--- src/logic/cebi_pkg.sv ---
// Package for the external bus interface: cycle kinds, widths and timing counts.
// Assumes a single 20 MHz core clock.
package cebi_pkg;
    localparam int          CEBI_ADDR_W       = 20;
    localparam int          CEBI_DATA_W       = 8;
    localparam int          CEBI_IO_ADDR_W    = 8;
    localparam int          CEBI_REFRESH_STROBE_N_ADDR_W  = 8;
    localparam int          CEBI_TOUT_BIT     = 18;
    localparam logic [1:0]  CEBI_T_STATES     = 2'h3;  // Clock cycles per machine cycle.
    localparam logic [1:0]  CEBI_T_LAST       = 2'h2;  // Index of the last state.
    localparam logic        CEBI_TOUT_SEL_RST = 1'b0;  // Address function after reset.

    // Kind of bus cycle requested by the core.
    typedef enum logic [2:0] {
        CEBI_CYC_FETCH = 3'h0,
        CEBI_CYC_MRD   = 3'h1,
        CEBI_CYC_MWR   = 3'h2,
        CEBI_CYC_IORD  = 3'h3,
        CEBI_CYC_IOWR  = 3'h4,
        CEBI_CYC_INTA  = 3'h5,
        CEBI_CYC_REFRESH_STROBE_N  = 3'h6
    } cebi_cyc_t;

    // Bus state, Gray-coded along idle, run, grant.
    typedef enum logic [1:0] {
        CEBI_ST_IDLE  = 2'b00,
        CEBI_ST_RUN   = 2'b01,
        CEBI_ST_GRANT = 2'b11
    } cebi_state_t;
endpackage : cebi_pkg

--- src/logic/cebi_sync.sv ---
// Two-flop synchroniser bank for the pins sampled by the bus interface.
// Assumes the inputs come from outside the core clock domain.
`timescale 1ns/1ps
module cebi_sync #(
    parameter int W = 1
) (
    input  wire logic         core_clk_i,  // Core clock.
    input  wire logic         rstn_i,      // Synchronous reset, active low.
    input  wire logic [W-1:0] async_i,     // Raw pin levels.
    input  wire logic [W-1:0] rst_val_i,   // Idle level loaded by reset (tie to constant).
    output logic      [W-1:0] sync_o       // Synchronised levels.
);
    logic [W-1:0] meta_reg;

    // Only the second stage is read outside; reset loads the idle level.
    always_ff @(posedge core_clk_i) begin
        if (!rstn_i) begin
            meta_reg <= rst_val_i;
            sync_o   <= rst_val_i;
        end else begin
            meta_reg <= async_i;
            sync_o   <= meta_reg;
        end
    end
endmodule : cebi_sync

--- src/logic/cebi_top.sv ---
// External bus interface of an 8-bit processor: runs memory, I/O, fetch,
// interrupt acknowledge and refresh cycles, yields the bus to an external
// master and decodes that master's accesses to the on-chip peripherals.
// Assumes the core issues one cycle request at a time, waiting for done.
`timescale 1ns/1ps
////////////////////////////////////////////////////////////////////////////////
// Functional notes
// - Drive a 20-bit address for every bus cycle.
// - Refresh cycles put the refresh address on the bus.
// - Address bus floats during reset and bus grant.
// - External master accesses: address bus is an input and decoded.
// - Bit 18 muxed with timer output; address selected after reset (here bit 18 follows tout_sel_i, with no reset default).
// - Bidirectional data bus, driven when device supplies data.
// - Read strobe low when taking data; sensed when external master drives.
// - Write strobe low while write data is on bus; sensed when external.
// - Memory request low only with a valid memory address.
// - I/O request low while the I/O address is on the low eight lines.
// - Interrupt acknowledge asserts I/O request with opcode fetch strobe.
// - Opcode fetch asserts opcode fetch strobe with memory request.
// - Each byte of a two-byte opcode gets its own fetch strobe.
// - Refresh strobe low with memory request during refresh address.
// - Bus request: finish machine cycle, float bus, then acknowledge.
module cebi_top
    import cebi_pkg::*;
#(
    parameter logic [CEBI_ADDR_W-1:0] PERIPH_BASE = 20'h00000, // Base of on-chip peripheral window.
    parameter logic [CEBI_ADDR_W-1:0] PERIPH_MASK = 20'hfffc0  // Compare mask for the window.
) (
    input  wire logic                   core_clk_i,          // 20 MHz core clock.
    input  wire logic                   rstn_i,              // Synchronous reset, active low.
    // Core side.
    input  wire logic                   cyc_req_i,           // Start a bus cycle.
    input  wire cebi_cyc_t              cyc_kind_i,          // Kind of cycle.
    input  wire logic [CEBI_ADDR_W-1:0] cyc_addr_i,          // Cycle address.
    input  wire logic [CEBI_DATA_W-1:0] cyc_wdata_i,         // Write data.
    input  wire logic [CEBI_REFRESH_STROBE_N_ADDR_W-1:0] refresh_strobe_n_addr_i,    // Refresh row address.
    input  wire logic                   tout_sel_i,          // 1 selects timer output on bit 18.
    input  wire logic                   timer1_out_i,        // Timer channel 1 output.
    output logic                        cyc_done_o,          // Cycle finished, one pulse.
    output logic [CEBI_DATA_W-1:0]      cyc_rdata_o,         // Read data captured.
    // Address bus.
    input  wire logic [CEBI_ADDR_W-1:0] addr_bus_i,          // Pin levels.
    output logic [CEBI_ADDR_W-1:0]      addr_bus_o,          // Driven value.
    output logic [CEBI_ADDR_W-1:0]      addr_bus_oe_o,       // High while driven, per bit.
    // Data bus.
    input  wire logic [CEBI_DATA_W-1:0] data_bus_i,          // Pin levels.
    output logic [CEBI_DATA_W-1:0]      data_bus_o,          // Driven value.
    output logic                        data_bus_oe_o,       // High while driven.
    // Strobes, active low, and their active-high enable.
    input  wire logic                   rd_n_i,              // Read strobe pin level.
    output logic                        rd_n_o,              // Read strobe drive.
    input  wire logic                   wr_n_i,              // Write strobe pin level.
    output logic                        wr_n_o,              // Write strobe drive.
    output logic                        memory_request_n_o,  // Memory request drive.
    output logic                        io_request_n_o,      // I/O request drive.
    output logic                        opcode_fetch_cycle_n_o, // Fetch cycle drive.
    output logic                        refresh_strobe_n_o,  // Refresh strobe drive.
    output logic                        ctl_oe_o,            // Enable for strobe pins.
    // Bus arbitration.
    input  wire logic                   bus_grant_request_n_i, // External request, active low.
    output logic                        bus_grant_ack_n_o,   // Grant acknowledge, active low.
    // On-chip peripheral slave port.
    output logic                        per_rd_o,            // External read of peripheral, pulse.
    output logic                        per_wr_o,            // External write of peripheral, pulse.
    output logic [CEBI_ADDR_W-1:0]      per_addr_o,          // Peripheral address.
    output logic [CEBI_DATA_W-1:0]      per_wdata_o,         // Peripheral write data.
    input  wire logic [CEBI_DATA_W-1:0] per_rdata_i          // Peripheral read data.
);

    ////////////////////////////////////////////////////////////////////////////
    // Pin synchronisers.
    localparam int SW = CEBI_ADDR_W + CEBI_DATA_W + 3;
    logic [SW-1:0] pin_sync;
    logic [CEBI_ADDR_W-1:0] a_s;
    logic [CEBI_DATA_W-1:0] d_s;
    logic rd_s, wr_s, breq_s;

    cebi_sync #(.W(SW)) u_sync (
        .core_clk_i (core_clk_i),
        .rstn_i     (rstn_i),
        .async_i    ({addr_bus_i, data_bus_i, rd_n_i, wr_n_i, bus_grant_request_n_i}),
        .rst_val_i  ({{(SW-3){1'b0}}, 3'h7}),
        .sync_o     (pin_sync)
    );
    assign {a_s, d_s, rd_s, wr_s, breq_s} = pin_sync;

    ////////////////////////////////////////////////////////////////////////////
    // State registers.
    cebi_state_t state_reg, state_next;
    logic [1:0]  t_reg;
    cebi_cyc_t   kind_reg;
    logic [CEBI_ADDR_W-1:0] addr_reg;
    logic [CEBI_DATA_W-1:0] wdata_reg;
    logic rd_s_d_reg, wr_s_d_reg;
    logic done_pend_reg;  // Last state just ended; read data lands one clock later.

    // Decoding of the cycle kind, shared by the strobe logic.
    function automatic logic is_mem(input cebi_cyc_t k);
        return (k == CEBI_CYC_FETCH) || (k == CEBI_CYC_MRD) || (k == CEBI_CYC_MWR) || (k == CEBI_CYC_REFRESH_STROBE_N);
    endfunction : is_mem

    function automatic logic is_rd(input cebi_cyc_t k);
        return (k == CEBI_CYC_FETCH) || (k == CEBI_CYC_MRD) || (k == CEBI_CYC_IORD);
    endfunction : is_rd

    function automatic logic is_wr(input cebi_cyc_t k);
        return (k == CEBI_CYC_MWR) || (k == CEBI_CYC_IOWR);
    endfunction : is_wr

    wire run      = (state_reg == CEBI_ST_RUN);
    wire last_t   = run && (t_reg == CEBI_T_LAST);
    // Read data reaches the core one clock after the last state, since the data pins pass two
    // flip-flops; a new cycle waits until done has been shown, so a held request is not retaken.
    wire start    = (state_reg == CEBI_ST_IDLE) && cyc_req_i && breq_s && !done_pend_reg && !cyc_done_o;
    // A pending request is honoured only between machine cycles.
    wire grant_go = (state_reg == CEBI_ST_IDLE) && !breq_s;
    wire grant_end = (state_reg == CEBI_ST_GRANT) && breq_s;

    // Next state.
    always_comb begin
        state_next = state_reg;
        case (state_reg)
            CEBI_ST_IDLE: begin
                if (grant_go) begin
                    state_next = CEBI_ST_GRANT;
                end else if (start) begin
                    state_next = CEBI_ST_RUN;
                end
            end
            CEBI_ST_RUN: begin
                if (t_reg == CEBI_T_LAST) begin
                    state_next = CEBI_ST_IDLE;
                end
            end
            CEBI_ST_GRANT: begin
                if (grant_end) begin
                    state_next = CEBI_ST_IDLE;
                end
            end
            default: state_next = CEBI_ST_IDLE;
        endcase
    end

    // Cycle context, latched at start; each fetch byte is its own cycle.
    always_ff @(posedge core_clk_i) begin
        if (!rstn_i) begin
            state_reg <= CEBI_ST_IDLE;
            t_reg     <= 2'h0;
            kind_reg  <= CEBI_CYC_MRD;
            addr_reg  <= '0;
            wdata_reg <= '0;
        end else begin
            state_reg <= state_next;
            t_reg     <= run ? ((t_reg == CEBI_T_LAST) ? 2'h0 : t_reg + 2'h1) : 2'h0;
            if (start) begin
                kind_reg  <= cyc_kind_i;
                addr_reg  <= (cyc_kind_i == CEBI_CYC_REFRESH_STROBE_N)
                           ? {{(CEBI_ADDR_W-CEBI_REFRESH_STROBE_N_ADDR_W){1'b0}}, refresh_strobe_n_addr_i}
                           : cyc_addr_i;
                wdata_reg <= cyc_wdata_i;
            end
        end
    end

    ////////////////////////////////////////////////////////////////////////////
    // Master-cycle pin values.
    wire k_mem  = is_mem(kind_reg);
    wire k_io   = (kind_reg == CEBI_CYC_IORD) || (kind_reg == CEBI_CYC_IOWR);
    wire k_inta = (kind_reg == CEBI_CYC_INTA);
    wire k_refresh_strobe_n = (kind_reg == CEBI_CYC_REFRESH_STROBE_N);
    wire k_m1   = (kind_reg == CEBI_CYC_FETCH) || k_inta;

    // Strobes exist only inside RUN; memory and I/O kinds are exclusive.
    wire memory_request_n_nx = !(run && k_mem);
    wire io_request_n_nx = !(run && (k_io || k_inta));
    wire m1_nx   = !(run && k_m1);
    wire refresh_strobe_n_nx = !(run && k_refresh_strobe_n);
    wire rd_nx   = !(run && is_rd(kind_reg));
    wire wr_nx   = !(run && is_wr(kind_reg) && (t_reg != 2'h0));
    // Bit 18 carries the timer output when selected, on every cycle.
    wire [CEBI_ADDR_W-1:0] a_nx = tout_sel_i
        ? {addr_reg[CEBI_ADDR_W-1:CEBI_TOUT_BIT+1], timer1_out_i, addr_reg[CEBI_TOUT_BIT-1:0]}
        : addr_reg;
    wire drive_bus = (state_reg != CEBI_ST_GRANT) && !grant_go;

    ////////////////////////////////////////////////////////////////////////////
    // External master decode (bus granted).
    wire per_hit  = ((a_s & PERIPH_MASK) == PERIPH_BASE);
    wire ext_rd   = (state_reg == CEBI_ST_GRANT) && per_hit && !rd_s;
    wire ext_rd_s = ext_rd && rd_s_d_reg;
    wire ext_wr_s = (state_reg == CEBI_ST_GRANT) && per_hit && !wr_s && wr_s_d_reg;

    ////////////////////////////////////////////////////////////////////////////
    // Output registers; reset floats everything and clears the address; bit 18 follows tout_sel_i.
    always_ff @(posedge core_clk_i) begin
        if (!rstn_i) begin
            addr_bus_o             <= '0;
            addr_bus_oe_o          <= '0;
            data_bus_o             <= '0;
            data_bus_oe_o          <= 1'b0;
            rd_n_o                 <= 1'b1;
            wr_n_o                 <= 1'b1;
            memory_request_n_o     <= 1'b1;
            io_request_n_o         <= 1'b1;
            opcode_fetch_cycle_n_o <= 1'b1;
            refresh_strobe_n_o     <= 1'b1;
            ctl_oe_o               <= 1'b0;
            bus_grant_ack_n_o      <= 1'b1;
            cyc_done_o             <= 1'b0;
            done_pend_reg          <= 1'b0;
            cyc_rdata_o            <= '0;
            per_rd_o               <= 1'b0;
            per_wr_o               <= 1'b0;
            per_addr_o             <= '0;
            per_wdata_o            <= '0;
            rd_s_d_reg             <= 1'b1;
            wr_s_d_reg             <= 1'b1;
        end else begin
            addr_bus_o             <= a_nx;
            addr_bus_oe_o          <= {CEBI_ADDR_W{drive_bus}};
            rd_n_o                 <= rd_nx;
            wr_n_o                 <= wr_nx;
            memory_request_n_o     <= memory_request_n_nx;
            io_request_n_o         <= io_request_n_nx;
            opcode_fetch_cycle_n_o <= m1_nx;
            refresh_strobe_n_o     <= refresh_strobe_n_nx;
            ctl_oe_o               <= drive_bus;
            // Acknowledge one cycle after the float, so the bus is released first.
            bus_grant_ack_n_o      <= !((state_reg == CEBI_ST_GRANT) && !grant_end);
            // Device drives data on its own writes and on external peripheral reads.
            data_bus_o             <= ext_rd ? per_rdata_i : wdata_reg;
            data_bus_oe_o          <= (run && is_wr(kind_reg)) || ext_rd;
            done_pend_reg          <= last_t;
            cyc_done_o             <= done_pend_reg;
            if (done_pend_reg && is_rd(kind_reg)) begin
                cyc_rdata_o <= d_s;
            end
            rd_s_d_reg             <= rd_s;
            wr_s_d_reg             <= wr_s;
            per_rd_o               <= ext_rd_s;
            per_wr_o               <= ext_wr_s;
            per_addr_o             <= a_s;
            per_wdata_o            <= d_s;
        end
    end
endmodule : cebi_top

--- config.mk ---
export PLATFORM = sky130hd
export DESIGN_NAME = cebi_top
export DESIGN_NICKNAME = d
export VERILOG_FILES = /design/src/logic/cebi_pkg.sv /design/src/logic/cebi_sync.sv /design/src/logic/cebi_top.sv
export SDC_FILE = /design/constraint.sdc
export NUM_CORES = 1
export LEC_CHECK = 0
export ABC_AREA = 0
export BUFFER_PORTS_ARGS = -buffer_cell sky130_fd_sc_hd__buf_2
export CORE_MARGIN = 5
export CORE_UTILIZATION = 25
export DETAILED_ROUTE_END_ITERATION = 16
export GPL_TIMING_DRIVEN = 1
export SYNTH_ARGS = -nofsm -noshare
export SYNTH_HDL_FRONTEND = slang
export SYNTH_SLANG_ARGS = --single-unit
--- constraint.sdc ---
create_clock -name core_clk_i -period 4.3 [get_ports core_clk_i]
set_input_delay 0 -clock core_clk_i [delete_from_list [all_inputs] [get_ports core_clk_i]]
set_output_delay 0 -clock core_clk_i [all_outputs]
set_load 0.05 [all_outputs]
# --- After elaboration in Yosys (flattened, before gate mapping) ---
# Cells that the tools add are included.
classes:
  addsub: 1
  multipliers: 0
  n_div: 0
  order_cmp: 0
  n_eq_ne: 14
  shifts: 0
  muxes: 8
  n_bitwise: 2
  reduce_logical: 51
op_table:
  columns: ["cell", "count"]
  rows:
  - ["$logic_and 1x1->1", 22]
  - ["$logic_not 20->1", 1]
  - ["$mux 20", 1]
  - ["$mux 19", 1]
  - ["$logic_not 1->1", 14]
  - ["$eq 3x3->1 const B", 4]
  - ["$logic_or 1x1->1", 9]
  - ["$mux 2", 4]
  - ["$mux 8", 1]
  - ["$eq 3x2->1 const B", 2]
  - ["$pmux 2 s3", 1]
  - ["$eq 2x2->1 const B", 2]
  - ["$ne 2x2->1 const B", 2]
  - ["$eq 3x1->1 const B", 1]
  - ["$logic_not 3->1", 1]
  - ["$ne 3x3->1 const B", 1]
  - ["$reduce_and 3->1", 1]
  - ["$reduce_or 3->1", 1]
  - ["$add 2x1->2 const B", 1]
  - ["$eq 2x1->1 const B", 1]
  - ["$logic_not 2->1", 1]
  - ["$ne 2x1->1 const B", 1]
  - ["$not 1->1", 2]
  - ["$reduce_bool 2->1", 1]
totals:
  reg_bits: 177
  latchBits: 0
  ramBits: 0
  mem_bits_ro: 0
  input_bits: 83
  out_inout_bits: 96
  word_cells: 104
  n_memories: 0

# --- Depth between registers and ports, before layout ---
# Gate-level depths: netlist (run 1).
depth:
  word_depth: 8
  depth_mapped: 6
  mapped_depth_nobuf: 5

# --- By module ---
# Synthesis (run 1) repeated with hierarchy kept, for this count alone.
unflattened:
  hier_cells: 505
  area_unflattened_um2: 6218.5
modules_own_cells:
  columns: ["mod", "instances", "cells_each", "area_each_um2", "seq_area_each_um2"]
  rows:
  - ["cebi_top", 1, 374, 3922.5, 2282.2]
  - ["cebi_sync", 1, 131, 2296.0, 1241.2]

# --- Worst setup path before layout (run 1) ---
# No wires, ideal clock.
synth_path:
  path_type: "reg2reg"
  startpoint: "reg cyc_done_o"
  endpoint: "reg addr_reg[10]"
  setup_ps: 117
  t_arrival_ps: 1640
  path_slack_ps: 2543
  path_stages_with_launch: 5
  path_buffers: 1
  synth_period_minus_slack_ps: 1757
  path_cell_list: "dfxtp_1 > or3b_4 > or3_4 > buf_6 > a22o_1"
synth_via:
  elab_chain_len: 2
synth_lines:
  columns: ["item", "line", "rtl"]
  rows:
  - ["start: declaration", "cebi_top.sv:39", "output logic cyc_done_o,"]
  - ["start signal: assignment", "cebi_top.sv:234", "cyc_done_o <= done_pend_reg;"]
  - ["$logic_not 1->1", "cebi_top.sv:114", "wire start = (state_reg == CEBI_ST_IDLE) && cyc_req_i && breq_s && !done_pend_reg && !cyc_done_o;"]
  - ["$logic_and 1x1->1", "cebi_top.sv:114", null]
  - ["end signal: assignment", "cebi_top.sv:157", "addr_reg <= (cyc_kind_i == CEBI_CYC_REFRESH_STROBE_N)"]
  - ["end: declaration", "cebi_top.sv:92", "logic [CEBI_ADDR_W-1:0] addr_reg;"]
# Every way passes these cells.
# A chain may end at the register's enable or synchronous reset.

# --- Worst setup path after layout (run 1) ---
layout_path:
  startpoint: "reg done_pend_reg"
  endpoint: "reg addr_reg[19]"
layout_via:
  elab_chain_len: 3
layout_lines:
  columns: ["item", "line", "rtl"]
  rows:
  - ["start: declaration", "cebi_top.sv:95", "logic done_pend_reg;"]
  - ["start signal: assignment", "cebi_top.sv:233", "done_pend_reg <= last_t;"]
  - ["$logic_not 1->1", "cebi_top.sv:114", null]
  - ["$logic_and 1x1->1 (2 in series)", "cebi_top.sv:114", null]
# Every way passes these cells.

==> PnR_summary.wiki, run 1 <==
{| class="wikitable"
! Metric !! Value
|-
| Multi-input gate area || 1690 um^2
|-
| Clock Root Buffer || clkbuf_16
|-
| Clock skew after layout || 0.01069 ns
|-
| Number of synthesized flops with an enable pin || 0
|-
| Final HPWL DP || roughly 8500 um
|-
| Total wirelength of the detailed-routed design || between 10000 and 15000 um
|-
| Number of pins exceeding their max-slew limit in the final report || 0
|-
| # setup viols final || 0
|-
| Number of buffers created by CTS || 17
|-
| Post-synthesis cell count || 505
|-
| Number of cell instances on the worst register-to-register path || 5
|-
| Maximum fanout count along the critical path || 17
|-
| Area grow syn2layout || 44.08%
|-
| Global-route usage over all layers || 10.25%
|-
| Top achievable clock speed || 430.4 MHz
|-
| Mean number of vias per cell || 3.924
|-
| Ratio of cells with drive above 1 in the final layout || about 29%
|-
| Depth of the critical timing path with buffers and inverters included || 5
|-
| Total of fill cells in the finished design || about 2200
|-
| Area occupied by registers || around 3500 um^2
|-
| Worst Hold Path Cells || 3
|-
| Placer Congestion || approximately 0.73
|-
| RSZ-0062 raised after global routing || false
|-
| Critical register-to-register path endpoint || addr_reg[19]
|-
| Number of design-rule violations left by the first detailed-router iteration || 160
|-
| Worst setup SP type || register
|-
| Arr. time, crit path || 2.68 ns
|-
| Proportion of synthesized chip area in sequential cells || ~64%
|-
| Share of the cycle needed by the critical path after routing || 54.04%
|-
| Library cells used by synthesis || 38
|-
| Source of the worst register-to-register timing path || done_pend_reg
|-
| Final Hold Vio Count || 0
|-
| Placement-stage cell area || 6506 um^2
|-
| Netlist Area Pre-Place || 5507 um^2
|-
| Crit-path cells || or3b_4 > nor3_4 > buf_4 > and3_1 > a22o_1
|-
| Top cells by area, synth || dfxtp_1 (64%), and2_1 (12%), mux2i_1 (3.1%)
|-
| Count of buffers inserted at the top-level ports || 178
|-
| Final critical path time including I/O delays and setup || 2.324 ns
|-
| Total number of clock tree sinks || 176
|-
| Worst EP required || ~4.7 ns
|-
| Min-Delay Path Class || in2reg
|-
| Pwr Density || 468.1 nW/um^2
|-
| Final design area excluding fillers || 7934 um^2
|-
| Run status || finished clean
|-
| Terminating pin of the worst hold path || state_reg[0]
|-
| Most used DFF post-synth || dfxtp_1
|-
| Die outline area || 25090 um^2
|-
| DRC violations left || 0
|-
| Reg2reg setup slack || 1.98 ns
|-
| FFs w/ async S/R, synth || 0%
|-
| Number of global-route vias before repair || 3875
|-
| Initial standard-cell utilization of the core || between 20% and 30%
|-
| Worst stage delay on the critical path || 0.55 ns
|-
| Peak supply drop || between 200 and 250 uV
|-
| Count of maximum capacitance violations || 0
|-
| Setup tns final || 0 ns
|-
| Count of boundary I/O pins || 179
|-
| Critical-path cell with the highest stage delay || nor3_4
|-
| Hold_ws || 0.07922 ns
|-
| Number of flip-flops and latches in the synthesized netlist || 176
|-
| Worst setup EP type || register
|-
| Number of antenna violations at the first check in global routing || 1
|-
| Clock slew seen by the registers of the worst setup and hold paths || 0.07 ns
|-
| Buffers plus inverters on the worst setup path || 1
|-
| Cell row count || 54
|-
| Router iterations before antenna repair || 4
|-
| Type of the worst setup path || reg2reg
|-
| Ys Warns || 0
|-
| Portion of synthesized cell area occupied by the leading cell type || a little under two thirds
|-
| Maximum number of pins on one net before global-route repair || 87
|-
| First-pass GRT wire length || 19730 um
|-
| Post-CTS Setup Bufs || 0
|-
| Dominant cell type by area after synthesis || dfxtp_1
|-
| Later-pin clock latency in the skew report || 0.42 ns
|-
| Die Width || 158.4 um
|-
| GRT overflow || 0
|-
| Vertical die dimension || around 160 um
|-
| Nets || 821
|-
| Leakage power figure || about 3.6 nW
|-
| Synthesized net count || 590
|-
| Clock tree from TritonCTS || done
|-
| Worst slew pin tran || 0.9239 ns
|-
| Count of H-tree levels built during CTS || 4
|-
| Clock Tree Buf Depth || 2
|-
| Slew HR || 38.13%
|-
| Synthesized area per cell || 10.90 um^2
|-
| Core region area || 21760 um^2
|-
| Hold Crit Start || cyc_req_i
|-
| Routed wire per std cell || 12.48 um
|-
| Top cell family by delay on the critical path || simple AND/OR/NAND/NOR gates
|-
| Remaining antenna violation count || 0
|-
| Via count || 4042
|}
[per-stage QoR]
| stage | cells | power (mW) | setup slack [ns] | util [%] |
|---|---|---|---|---|
| final | 1030 | 3.714 | 1.976 | 36.47 |
| after global routing | 1030 | 3.887 | 1.834 | 36.47 |
| after CTS | 1029 | 3.780 | 1.969 | 36.46 |
| after detailed placement | 917 | 2.082 | 1.996 | 29.91 |
| after global placement | 917 | 2.079 | 2.034 | 29.91 |
| after floorplan | 505 | 2.001 | 2.543 | - |
[worst max-delay path by stage]
stage                              from           end
after CTS                 done_pend_reg  addr_reg[19]
after detailed placement  done_pend_reg  addr_reg[19]
final                     done_pend_reg  addr_reg[19]
after floorplan              cyc_done_o  addr_reg[10]
after global placement    done_pend_reg  addr_reg[19]
after global routing      done_pend_reg  addr_reg[19]
[cell type report]
type                       count  area share [%]
sequential                   176           44.41
timing repair buffer         261           21.64
multi-input combinational    273           21.31
clock buffer                  19           5.709
tap                          280           4.416
clock inverter                13           2.161
inverter                       7          0.3312
antenna                        1         0.03154
[worst register-to-register path, cell delays in order, from the launching register on]
cell     delay, ns
dfxtp_1       0.32
or3b_4        0.42
nor3_4        0.55
buf_4         0.30
and3_1        0.47
a22o_1        0.22
[routing by layer]
metal / GRT usage [%] / part of all wire [%] / vias up
li1: - / - / 2091
met1: 11.89 / 43 / 1804
met2: 17.24 / 47 / 137
met3: 4.295 / 8.9 / 10
met4: 3.209 / 1.0 / 0
met5: 0 / 0 / -
[cells in the final DEF (no fill, tap or decap), types with 2 or more instances in the layout]
cell / count
buf_2: 177
dfxtp_1: 176
and2_1: 104
dlygate4sd3_1: 80
nand2_1: 29
a21oi_1: 20
nor2_1: 19
mux2i_1: 17
clkbuf_16: 17
a22o_1: 11
nand2b_1: 10
o21ai_0: 10
nand3_1: 10
a211oi_1: 8
inv_1: 6
nor3_1: 5
inv_6: 5
nor4_1: 4
buf_4: 4
nor2b_1: 3
and3_1: 3
or3_1: 3
bufinv_16: 3
nand4_1: 2
ha_1: 2
clkbuf_8: 2
clkinvlp_4: 2
clkinv_4: 2
[Yosys cell counts (all sizes together), types with 6 or more instances]
cell    count
and2      104
nor2       19
clkbuf     21
inv         6
nand2      29
mux2i      17
nor3        6
a211oi      8
a22o       11
dfxtp     176
a21oi      20
o21ai      10
nand3      10
nand2b     10
buf        28
[cells by family after synthesis]
family,count (synthesis),synth area share (%)
compound gates,52,5.953
xor+xnor,2,0.3182
fa+ha+maj,2,0.4544
buf+inv,56,5.521
flops,176,63.99
mux,17,3.090
simple gates,200,20.68
[power by group]
part | switching, mW | internal [mW] | total [mW]
combinational | 0.223 | 0.149 | 0.372
clock | 0.657 | 0.957 | 1.61
sequential | 0.0281 | 1.70 | 1.73
total | 0.908 | 2.81 | 3.71
[what timing repair did]
item / in CTS / in global routing
gates resized for setup: 0 / 0
hold buffers: 80 / 0
endpoints found under the hold margin: 71 / 0
Power figures use the tool's default switching activity.
==> inputs of run 2 (changes only) <==
clock period = 2.37 ns   (was 4.3 ns; I/O delays follow)
==> run 2 against run 1 <==
Combinational power up 84%; sequential cell count unchanged; non-clock buffer count up 7; clock-buffer cell count down 1; utilization up 0.12 points; highest routed layer unchanged.
==> PnR_summary.wiki, run 2 (synthesis gave the netlist of run 1 again) <==
{| class="wikitable"
! Metric !! Value
|-
| First-pass GRT wire length || 20410 um (was 19730 um)
|-
| Routing usage on met1 || 12.61% (was 11.89%)
|-
| Vertical die dimension || 158.4 um (unchanged)
|-
| Global routing's busiest layer || met2 (unchanged)
|-
| Top cell family by delay on the critical path || buffers and inverters (was simple AND/OR/NAND/NOR gates)
|-
| Run status || finished clean (unchanged)
|-
| Core region area || 21760 um^2 (unchanged)
|-
| Met3 global-route usage || 3.860% (was 4.295%)
|-
| Count of boundary I/O pins || 179 (unchanged)
|-
| Global-route usage over all layers || 10.54% (was 10.25%)
|-
| Worst slew pin tran || 0.6631 ns (was 0.9239 ns)
|-
| Clock skew after layout || 0.01057 ns (was 0.01069 ns)
|-
| Area grow syn2layout || 44.54% (was 44.08%)
|-
| Slew HR || 55.39% (was 38.13%)
|-
| # setup viols final || 0 (unchanged)
|-
| Number of buffers created by CTS || 17 (unchanged)
|-
| Worst stage delay on the critical path || 0.58 ns (was 0.55 ns)
|-
| DRC violations left || 0 (unchanged)
|-
| Source of the worst register-to-register timing path || done_pend_reg (unchanged)
|-
| Clock tree from TritonCTS || done (unchanged)
|-
| Final Hold Vio Count || 0 (unchanged)
|-
| Worst setup EP type || register (unchanged)
|-
| Worst Hold Path Cells || 3 (unchanged)
|-
| Number of antenna violations at the first check in global routing || 0 (was 1)
|-
| Top library cells by usage in the layout, fill and taps aside || buf_2 (177), dfxtp_1 (176), and2_1 (104), dlygate4sd3_1 (83), nand2_1 (29) (was buf_2 (177), dfxtp_1 (176), and2_1 (104), dlygate4sd3_1 (80), nand2_1 (29))
|-
| Worst EP required || 2.68 ns (was 4.66 ns)
|-
| Peak supply drop || 407.0 uV (was 246.4 uV)
|-
| Setup tns final || 0 ns (unchanged)
|-
| Ratio of cells with drive above 1 in the final layout || 29.37% (was 29.11%)
|-
| Number of global-route vias before repair || 4055 (was 3875)
|-
| Terminating pin of the worst hold path || state_reg[0] (unchanged)
|-
| Router iterations before antenna repair || 4 (unchanged)
|-
| Routed wire per std cell || 12.67 um (was 12.48 um)
|-
| Clock Root Buffer || clkbuf_16 (unchanged)
|-
| Die Width || 158.4 um (unchanged)
|-
| Number of cell instances on the worst register-to-register path || 5 (unchanged)
|-
| Type of the worst setup path || reg2reg (unchanged)
|-
| Count of maximum capacitance violations || 0 (unchanged)
|-
| Share of the cycle needed by the critical path after routing || 85.86% (was 54.04%)
|-
| RSZ-0062 raised after global routing || false (unchanged)
|-
| Critical path launch point || done_pend_reg (unchanged)
|-
| Buffers plus inverters on the worst setup path || 2 (was 1)
|-
| Reg2reg setup slack || 0.34 ns (was 1.98 ns)
|-
| Via count || 4120 (was 4042)
|-
| GRT overflow || 0 (unchanged)
|-
| Min-Delay Path Class || in2reg (unchanged)
|-
| Instance count after placement with tap cells included || 921 (was 917)
|-
| Crit-path cells || or3b_4 > nor3_4 > buf_4 > o211ai_1 > dlygate4sd3_1 (was or3b_4 > nor3_4 > buf_4 > and3_1 > a22o_1)
|-
| Number of design-rule violations left by the first detailed-router iteration || 105 (was 160)
|-
| Maximum number of pins on one net before global-route repair || 76 (was 87)
|-
| Count of buffers inserted at the top-level ports || 178 (unchanged)
|-
| Final design area excluding fillers || 7959 um^2 (was 7934 um^2)
|-
| Initial standard-cell utilization of the core || 25.31% (unchanged)
|-
| Later-pin clock latency in the skew report || 0.42 ns (about the same)
|-
| Count of non-filler cells in the finished layout || 1036 (was 1030)
|-
| Pwr Density || 831.0 nW/um^2 (was 468.1 nW/um^2)
|-
| Placer Congestion || 0.7352 (was 0.7349)
|-
| Die outline area || 25090 um^2 (unchanged)
|-
| Final HPWL DP || 8908 um (was 8528 um)
|-
| Leakage power figure || 3.589 nW (was 3.570 nW)
|-
| Cell row count || 54 (unchanged)
|-
| GR met2 Demand/Resource || 17.44% (was 17.24%)
|-
| Clock slew seen by the registers of the worst setup and hold paths || 0.07 ns (about the same)
|-
| Top achievable clock speed || 491.4 MHz (was 430.4 MHz)
|-
| Number of pins exceeding their max-slew limit in the final report || 0 (unchanged)
|-
| Arr. time, crit path || 2.34 ns (was 2.68 ns)
|-
| Final critical path time including I/O delays and setup || 2.035 ns (was 2.324 ns)
|-
| Placement-stage cell area || 6536 um^2 (was 6506 um^2)
|-
| Count of H-tree levels built during CTS || 4 (unchanged)
|-
| Critical register-to-register path endpoint || kind_reg[0] (was addr_reg[19])
|-
| Nets || 828 (was 821)
|-
| Worst setup SP type || register (unchanged)
|-
| Count of instances resized after the clock tree is built || 0 (unchanged)
|-
| Remaining antenna violation count || 0 (unchanged)
|-
| Antenna cell count || 0 (was 1)
|-
| Total number of clock tree sinks || 176 (unchanged)
|-
| Clock Tree Buf Depth || 2 (unchanged)
|-
| Mean number of vias per cell || 3.977 (was 3.924)
|-
| Total wirelength of the detailed-routed design || 13120 um (was 12860 um)
|-
| Hold Crit Start || cyc_req_i (unchanged)
|-
| Critical-path cell with the highest stage delay || dlygate4sd3_1 (was nor3_4)
|-
| Maximum fanout count along the critical path || 29 (was 17)
|-
| Most frequent standard cell in the layout excluding fill and tap cells || buf_2 (unchanged)
|}
[run 2: through the flow]
stage                     utilization (%)  setup slack (ns)  hold slack (ns)  power (mW)
after floorplan                         -            0.6132           0.1015       3.631
after global placement              30.04            0.4889           0.1892       3.780
after detailed placement            30.04            0.4598           0.1829       3.786
after CTS                           36.58            0.3196          0.03580       6.736
after global routing                36.58            0.2227          0.05507       6.910
final                               36.58            0.3350          0.05939       6.614
[run 2: worst min-delay path: cells and delay by family]
| family | cells | cell delay [ns] |
|---|---|---|
| buffers and inverters | 1 | 0.10 |
| and+or+nand+nor | 1 | 0.25 |
| AOI/OAI and AO/OA | 1 | 0.08 |
[run 2: how the worst max path moves through the flow]
stage                         end  slack (ns)  cells after the start
floorplan            addr_reg[10]        0.61                      4
global placement    data_bus_o[6]        0.49                      4
detailed placement  data_bus_o[4]        0.46                      4
CTS                   kind_reg[0]        0.32                      5
global route          kind_reg[0]        0.22                      5
finish                kind_reg[0]        0.34                      5
[run 2: area by class of cell]
type,instances,area (um^2)
fill,2192,13800
sequential,176,3523
timing repair buffer,268,1777
multi-input combinational,273,1690
clock buffer,18,439.2
tap,280,350.3
clock inverter,14,152.6
inverter,7,26.28
[run 2: per-layer routing]
metal  up-vias  part of all wire, %  routed length (um)
met5         -                    0                   0
met4         0                  1.5                 197
met3        12                  8.5                1120
met2       133                   46                6023
met1      1873                   44                5783
li1       2102                    -                   -
[run 2: power breakdown]
group	internal, mW	total (mW)	leakage [nW]	switching [mW]
Combinational	0.276	0.686	1.85	0.410
Clock	1.60	2.79	0.292	1.20
Sequential	3.08	3.13	1.44	0.0500
Total	4.96	6.61	3.59	1.66
[run 2: what timing repair did]
action | CTS | global route
endpoints found under the setup margin | 0 | 0
buffers inserted | 0 | 0
hold endpoints to repair | 72 | 0
hold buffers | 83 | 0
